$ cat config.mk
export PLATFORM = sky130hd
export DESIGN_NAME = pm4_top
export DESIGN_NICKNAME = d
export VERILOG_FILES = /design/src/pm4_cnt.v /design/src/pm4_chan.v /design/src/pm4_top.v
export VERILOG_INCLUDE_DIRS = /design/src
export SDC_FILE = /design/constraint.sdc
export NUM_CORES = 1
export LEC_CHECK = 0
export CORE_ASPECT_RATIO = 0.5
export CORE_UTILIZATION = 30
export DETAILED_ROUTE_END_ITERATION = 7
export DONT_BUFFER_PORTS = 1
export SLEW_MARGIN = 25
export SYNTH_ARGS = -nofsm -noshare
export SYNTH_HDL_FRONTEND = slang
export SYNTH_SLANG_ARGS = --single-unit
$ cat constraint.sdc
create_clock -name clk -period 5.3 [get_ports clk]
set_input_delay 0.53 -clock clk [delete_from_list [all_inputs] [get_ports clk]]
set_output_delay 0.53 -clock clk [all_outputs]
set_load 0.01 [all_outputs]
$ cat src/pm4_consts.vh
// constants for the four-channel 8+4 dithered modulator: register map, field positions, reset values, timing
// assumes inclusion by bare name from every design file of the block
`ifndef PM4_CONSTS_VH
`define PM4_CONSTS_VH

// geometry
`define PM4_NCH          4
`define PM4_ADDR_W       4
`define PM4_DATA_W       8
`define PM4_CNT_W        12
`define PM4_POS_W        8
`define PM4_SUB_W        4
`define PM4_CNT_LAST     12'hfff
`define PM4_CNT_ZERO     12'h000

// register byte offsets
`define PM4_A_DUTY_LOW0  4'h0
`define PM4_A_DUTY_HIGH0 4'h1
`define PM4_A_PORT_OUT   4'h8
`define PM4_A_PORT_DIR   4'h9
`define PM4_A_PULL_UP    4'ha
`define PM4_A_PORT_IN    4'hb
`define PM4_A_STATUS     4'hc
`define PM4_A_PAIR_SEL   3
`define PM4_A_PAIR_TOP   4'h7
`define PM4_PAIR_STRIDE  2

// low register fields
`define PM4_FINE_HI      7
`define PM4_FINE_LO      4
`define PM4_EN_BIT       0

// reset values
`define PM4_RST_BYTE     8'h00
`define PM4_RST_FINE     4'h0
`define PM4_RST_PORT     4'h0
`define PM4_RST_DIR      4'hf
`define PM4_RST_CNT      12'h000
`define PM4_READ_ZERO    8'h00

`endif

$ cat src/pm4_cnt.v
// shared free-running cycle counter for all modulator channels
// assumes a single system clock and a synchronous active-low reset
`include "pm4_consts.vh"
`default_nettype none

module pm4_cnt (
  input  wire                    clk,
  input  wire                    resetn,
  output reg  [`PM4_CNT_W-1:0]   cnt_r,
  output wire                    cycle_start
);

  // counts every system clock, wraps after 4096
  always @(posedge clk) begin
    if (!resetn) begin
      cnt_r <= `PM4_RST_CNT;
    end else if (cnt_r == `PM4_CNT_LAST) begin
      cnt_r <= `PM4_CNT_ZERO;
    end else begin
      cnt_r <= cnt_r + 12'h001;
    end
  end

  // first clock of each full cycle
  assign cycle_start = (cnt_r == `PM4_CNT_ZERO);

endmodule // pm4_cnt

`default_nettype wire

$ cat src/pm4_chan.v
// one 8+4 modulator channel with a duty shadow reloaded at full-cycle start
// assumes the shared counter and its cycle_start flag from the top level
`include "pm4_consts.vh"
`default_nettype none

module pm4_chan (
  input  wire                    clk,
  input  wire                    resetn,
  input  wire                    cycle_start,
  input  wire [`PM4_SUB_W-1:0]   sub_idx,
  input  wire [`PM4_POS_W-1:0]   pos,
  input  wire [`PM4_POS_W-1:0]   coarse_count,
  input  wire [`PM4_SUB_W-1:0]   fine_dither_count,
  output reg                     mod_out_ch
);

  reg  [`PM4_POS_W-1:0] coarse_r;
  reg  [`PM4_SUB_W-1:0] fine_r;
  wire [`PM4_POS_W-1:0] coarse_use;
  wire [`PM4_SUB_W-1:0] fine_use;
  wire                  extra;
  wire [`PM4_POS_W:0]   thr;

  // shadow copy so a full cycle never mixes old and new duty
  always @(posedge clk) begin
    if (!resetn) begin
      coarse_r <= `PM4_RST_BYTE;
      fine_r   <= `PM4_RST_FINE;
    end else if (cycle_start) begin
      coarse_r <= coarse_count;
      fine_r   <= fine_dither_count;
    end
  end

  // at cycle start the incoming value is already the one in force
  assign coarse_use = cycle_start ? coarse_count : coarse_r;
  assign fine_use   = cycle_start ? fine_dither_count : fine_r;

  // one extra high clock in the first fine sub-cycles spreads the low bits
  assign extra = (sub_idx < fine_use);
  assign thr   = {1'b0, coarse_use} + {{`PM4_POS_W{1'b0}}, extra};

  // registered output lags the counter by one clock, same for every channel
  always @(posedge clk) begin
    if (!resetn) begin
      mod_out_ch <= 1'b0;
    end else begin
      mod_out_ch <= ({1'b0, pos} < thr);
    end
  end

endmodule // pm4_chan

`default_nettype wire

$ cat src/pm4_top.v
// top of the four-channel modulator: register port, counter, channels, pin muxing
// assumes a synchronous bus master and pin inputs synchronous to clk
`include "pm4_consts.vh"
`default_nettype none

module pm4_top (
  input  wire                    clk,
  input  wire                    resetn,
  input  wire [`PM4_ADDR_W-1:0]  addr,
  input  wire [`PM4_DATA_W-1:0]  wdata,
  input  wire                    wr_en,
  input  wire                    rd_en,
  output reg  [`PM4_DATA_W-1:0]  rdata_r,
  input  wire [`PM4_NCH-1:0]     shared_port_pin_in,
  output wire [`PM4_NCH-1:0]     shared_port_pin_out,
  output wire [`PM4_NCH-1:0]     shared_port_pin_oe_n,
  output wire [`PM4_NCH-1:0]     pull_up_en
);

  wire [`PM4_CNT_W-1:0] cnt;
  wire                  cycle_start;
  wire [`PM4_NCH-1:0]   mod_out_ch;

  reg  [`PM4_NCH-1:0]   port_out_reg_r;
  reg  [`PM4_NCH-1:0]   port_dir_r;
  reg  [`PM4_NCH-1:0]   pull_up_r;
  reg  [`PM4_DATA_W-1:0] rd_nxt;

  // per-channel duty fields, flattened for the read mux
  wire [`PM4_NCH*`PM4_POS_W-1:0] coarse_flat;
  wire [`PM4_NCH*`PM4_SUB_W-1:0] fine_flat;
  wire [`PM4_NCH-1:0]            en_flat;

  // shared counter: sixteen sub-cycles of 256 clocks inside 4096
  pm4_cnt u_cnt (
    .clk         (clk),
    .resetn      (resetn),
    .cnt_r       (cnt),
    .cycle_start (cycle_start)
  );

  // port configuration registers
  always @(posedge clk) begin
    if (!resetn) begin
      port_out_reg_r <= `PM4_RST_PORT;
      port_dir_r     <= `PM4_RST_DIR;
      pull_up_r      <= `PM4_RST_PORT;
    end else if (wr_en) begin
      if (addr == `PM4_A_PORT_OUT) begin
        port_out_reg_r <= wdata[`PM4_NCH-1:0];
      end
      if (addr == `PM4_A_PORT_DIR) begin
        port_dir_r <= wdata[`PM4_NCH-1:0];
      end
      if (addr == `PM4_A_PULL_UP) begin
        pull_up_r <= wdata[`PM4_NCH-1:0];
      end
    end
  end

  genvar g;
  generate
    for (g = 0; g < `PM4_NCH; g = g + 1) begin : g_ch
      reg  [`PM4_POS_W-1:0] duty_high_reg_r;
      reg  [`PM4_SUB_W-1:0] duty_low_fine_r;
      reg                   duty_low_en_r;
      wire [`PM4_ADDR_W-1:0] a_low;
      wire [`PM4_ADDR_W-1:0] a_high;

      // pair addresses are worked out at full integer width, then cut to the bus width on purpose
      localparam [31:0] A_LOW_W  = `PM4_A_DUTY_LOW0  + `PM4_PAIR_STRIDE * g;
      localparam [31:0] A_HIGH_W = `PM4_A_DUTY_HIGH0 + `PM4_PAIR_STRIDE * g;

      assign a_low  = A_LOW_W[`PM4_ADDR_W-1:0];
      assign a_high = A_HIGH_W[`PM4_ADDR_W-1:0];

      // duty pair: high holds coarse, low holds fine and enable
      always @(posedge clk) begin
        if (!resetn) begin
          duty_high_reg_r <= `PM4_RST_BYTE;
          duty_low_fine_r <= `PM4_RST_FINE;
          duty_low_en_r   <= 1'b0;
        end else if (wr_en) begin
          if (addr == a_high) begin
            duty_high_reg_r <= wdata;
          end
          if (addr == a_low) begin
            duty_low_fine_r <= wdata[`PM4_FINE_HI:`PM4_FINE_LO];
            duty_low_en_r   <= wdata[`PM4_EN_BIT];
          end
        end
      end

      assign coarse_flat[g*`PM4_POS_W +: `PM4_POS_W] = duty_high_reg_r;
      assign fine_flat[g*`PM4_SUB_W +: `PM4_SUB_W]   = duty_low_fine_r;
      assign en_flat[g]                              = duty_low_en_r;

      // independent modulator per channel
      pm4_chan u_chan (
        .clk               (clk),
        .resetn            (resetn),
        .cycle_start       (cycle_start),
        .sub_idx           (cnt[`PM4_CNT_W-1:`PM4_POS_W]),
        .pos               (cnt[`PM4_POS_W-1:0]),
        .coarse_count      (duty_high_reg_r),
        .fine_dither_count (duty_low_fine_r),
        .mod_out_ch        (mod_out_ch[g])
      );

      // pin mux: direction input releases the pin, else data bit gates the waveform when enabled, or drives the pin alone
      assign shared_port_pin_oe_n[g] = port_dir_r[g];
      assign shared_port_pin_out[g]  = duty_low_en_r ? (port_out_reg_r[g] & mod_out_ch[g])
                                                     : port_out_reg_r[g];
      assign pull_up_en[g]           = port_dir_r[g] & pull_up_r[g];
    end
  endgenerate

  // read mux; unmapped addresses and unused bits read zero
  always @* begin
    rd_nxt = `PM4_READ_ZERO;
    if (addr <= `PM4_A_PAIR_TOP) begin
      if (addr[0]) begin
        rd_nxt = coarse_flat[addr[`PM4_A_PAIR_SEL-1:1]*`PM4_POS_W +: `PM4_POS_W];
      end else begin
        rd_nxt[`PM4_FINE_HI:`PM4_FINE_LO] = fine_flat[addr[`PM4_A_PAIR_SEL-1:1]*`PM4_SUB_W +: `PM4_SUB_W];
        rd_nxt[`PM4_EN_BIT]               = en_flat[addr[`PM4_A_PAIR_SEL-1:1]];
      end
    end else begin
      case (addr)
        `PM4_A_PORT_OUT: rd_nxt[`PM4_NCH-1:0] = port_out_reg_r;
        `PM4_A_PORT_DIR: rd_nxt[`PM4_NCH-1:0] = port_dir_r;
        `PM4_A_PULL_UP:  rd_nxt[`PM4_NCH-1:0] = pull_up_r;
        `PM4_A_PORT_IN:  rd_nxt[`PM4_NCH-1:0] = shared_port_pin_in;
        `PM4_A_STATUS:   rd_nxt[`PM4_SUB_W-1:0] = cnt[`PM4_CNT_W-1:`PM4_POS_W];
        default:         rd_nxt = `PM4_READ_ZERO;
      endcase
    end
  end

  // read data stand in the cycle after the strobe only
  always @(posedge clk) begin
    if (!resetn) begin
      rdata_r <= `PM4_READ_ZERO;
    end else if (rd_en) begin
      rdata_r <= rd_nxt;
    end else begin
      rdata_r <= `PM4_READ_ZERO;
    end
  end

endmodule // pm4_top

`default_nettype wire

==> metrics.csv <==
metric,value,unit
FF+latch area,2720,um2
"commonest non-fill, non-tap cell in the layout",dfxtp_1,
GRT Total Usage,16.4,%
Post-Synthesis Cells,838,
R2R Path End,g_ch[1].u_chan.mod_out_ch,
Via Count,5971,
worst hold path depth,1,
DP Worst Slack,680,ps
pin count of the biggest net entering global routing,129,
reg2reg path depth,20,
minimum clock period,4750,ps
Placeable Area,25200,um2
WL/cell,18.1,um
arrival time at the worst endpoint,5110,ps
share of layout cells above drive strength 1,7.61,%
Root Driver,clkbuf_16,
grt ovf,0,
final hold slack,217,ps
vias in the first global route,5735,
worst rel slew slack,41.4,%
slowest cell delay on critical path,440,ps
PnR worst setup slack,552,ps
critical path class,register to register,
Resized Gates After CTS,0,
Worst Path Required,5660,ps
# rows,41,
Worst setup EP type,register,
Final Instance Count excl. Fillers,1172,
startpoint types,register,
CTS buffer count,17,
Pre-Repair DR Iteration Count,5,
CTS tree,yes,
status,"finished, final reports clean",
number of inserted diodes,0,
max cap viols,0,
final period utilization,89.6,%
Leakage Power,3.23,nW
Post-synth EDFFs,0,
port bufs,0,
Die ar.,26400,um2
Detail Placement HPWL,15100,um
CP Max Fanout,18,
worst-path cell chain,inv_1 -> ha_1 -> nor4b_2 -> nand3_4 -> mux2i_1 -> ha_1 -> a21oi_1 -> o21a_1 -> ha_1 -> ha_1 -> nand3_1 -> xor2_1 -> nand2_1 -> o21ai_0 -> ha_1 -> a21o_1 -> a211oi_1 -> o21ai_0 -> o211ai_1 -> a311o_1,
reg2reg setup slack,550,ps
Hold WC Path Type,input pin to register,
syn_area_per_cell,9.21,um2
share of async-settable or async-resettable flops after synthesis,0,%
critical path's slowest cell,nor4b_2,
Seq cells post-synth,136,
clock transition at the registers of the reported paths,60,ps
ANT nets after route,0,
Cell Pwr Density,297,nW/um2
Setup-failing EPs final,0,
I/O pins,40,
Max IR drop VDD,0.157,mV
Cell variety after synth,52,
post-synthesis sequential area ratio,35.3,%
"most used cell, CP",ha_1,
Final Power,2.56,mW
Slew @ Worst Pin,870,ps
P&R area growth vs syn,11.9,%
final WL,21200,um
clock buffer depth,2,
Max H-tree Level,4,
initial antenna violation count,0,
Critical R2R Launch,u_cnt.cnt_r[1],
Vias/cell,5.09,
Final #Nets,887,
clock sinks,136,
Post-Syn Area,7720,um2
hold wc startpoint,addr[3],
unrepaired setup endpoints after global routing,false,
DRT iter0 DRCs,455,
footprint of the multi-input gates,4760,um2
first-pass GRT wire length,33100,um
Worst Hold End,rdata_r[0],
Post-Place Cells,1142,
Vert. Die Dim,115,um
DRC violations left,0,
final RePlAce weighted congestion,0.856,
most frequent cells in the layout,"dfxtp_1, nand2_1, nor2b_1",
Synthesized Nets,908,
yosys warns,0,
Max Freq,211,MHz
Die W,229,um
Starting Density,30.6,%
hold-fix buffer count after cts,0,
Synth Flop Type,dfxtp_1,
Final Hold Vio Count,0,
post-route setup TNS,0,ps
fill count,2583,
fin. max-slew vios,0,
postcts setup bufs,0,
later-pin clock latency in the skew report,420,ps
Final Skew,10.6,ps
state kept, by name (all words and copies together) (netlist names):
name,flops
g_ch.duty_high_reg_r,32
g_ch.duty_low_en_r,4
g_ch.duty_low_fine_r,16
g_ch.u_chan.coarse_r,32
g_ch.u_chan.fine_r,16
g_ch.u_chan.mod_out_ch,4
port_out_reg_r,4
pull_up_r,4
rdata_r,8
shared_port_pin_oe_n,4
u_cnt.cnt_r,12
critical path: cells and delay by family, from the launching register on:
family | cells | cell delay [ps]
adders and majority gates | 5 | 1470
and+or+nand+nor | 4 | 1000
AOI/OAI and AO/OA | 8 | 1230
xor gates and xnor gates | 1 | 160
muxes | 1 | 320
buffers and inverters | 1 | 90
DFF | 1 | 390
per-stage QoR:
step                      cell area, um2  utilization (%)
final                               8630             34.2
after global routing                8630             34.2
after CTS                           8630             34.2
after detailed placement            8000             31.7
after global placement              8000             31.7
after floorplan                     7720                -
power by group:
| part | switching [mW] | total (mW) | internal, mW |
|---|---|---|---|
| Combinational | 0.118 | 0.211 | 0.0924 |
| Sequential | 0.0213 | 1.06 | 1.04 |
| Clock | 0.465 | 1.29 | 0.824 |
| Total | 0.605 | 2.56 | 1.96 |
layer usage:
layer  share of wire (%)  routed length (um)  vias up  GRT usage (%)
met5                   0                   0        -              0
met4                 2.0                 422        0           4.98
met3                 4.9                1030       29           4.11
met2                  46                9650      160           26.4
met1                  48               10100     2893           21.9
li1                    -                   -     2889              -
worst max path at each step:
stage                              start                         to  slack (ps)
after floorplan           u_cnt.cnt_r[1]  g_ch[1].u_chan.mod_out_ch        1280
after CTS                 u_cnt.cnt_r[1]  g_ch[3].u_chan.mod_out_ch         640
after global routing      u_cnt.cnt_r[1]  g_ch[1].u_chan.mod_out_ch         260
after detailed placement  u_cnt.cnt_r[1]  g_ch[3].u_chan.mod_out_ch         680
final                     u_cnt.cnt_r[1]  g_ch[1].u_chan.mod_out_ch         550
after global placement    u_cnt.cnt_r[1]  g_ch[3].u_chan.mod_out_ch         780
kinds of logic after synthesis:
family | share of synthesized area (%)
compound gates | 9.47
xor+xnor | 5.56
fa+ha+maj | 8.11
buf+inv | 3.26
flops | 35.3
mux | 15.9
simple gates | 22.5
final cells by class:
type,count,area share (%)
Inverter,14,0.609
Timing Repair Buffer,5,0.435
Multi-Input combinational cell,643,55.1
Clock buffer,20,5.41
Sequential cell,136,31.5
Tap cell,344,4.98
Clock inverter,10,1.94
synth_stat cells (3+ instances only):
cell type  instances  area (um2)
o21ai_1            4        20.0
xnor2_1           20         175
mux2i_2            5        68.8
and4_1             7        61.3
nand2b_1           9        56.3
ha_1              50         626
a21o_1             4        30.0
mux2i_1           84         841
and2_1            14        87.6
buf_2             12        60.1
a21boi_1          14         105
xor2_1            29         254
nor3_1            12        60.1
o21ai_0           25         125
nand4_1            9        56.3
dfxtp_1          136        2720
nor3b_1            3        22.5
a21oi_1           15        75.1
mux4_2            14         315
o211ai_1           7        52.6
and3_1             8        50.1
o2111ai_1          3        26.3
buf_1              5        18.8
nor2_1            27         101
nand2_1          104         390
a21boi_0          13        97.6
o21a_1             6        45.0
nand3_1           40         200
inv_1             14        52.6
clkbuf_1          25        93.8
nor2b_1           86         538
a211oi_1           8        60.1
(Power assumes the default switching activity.)
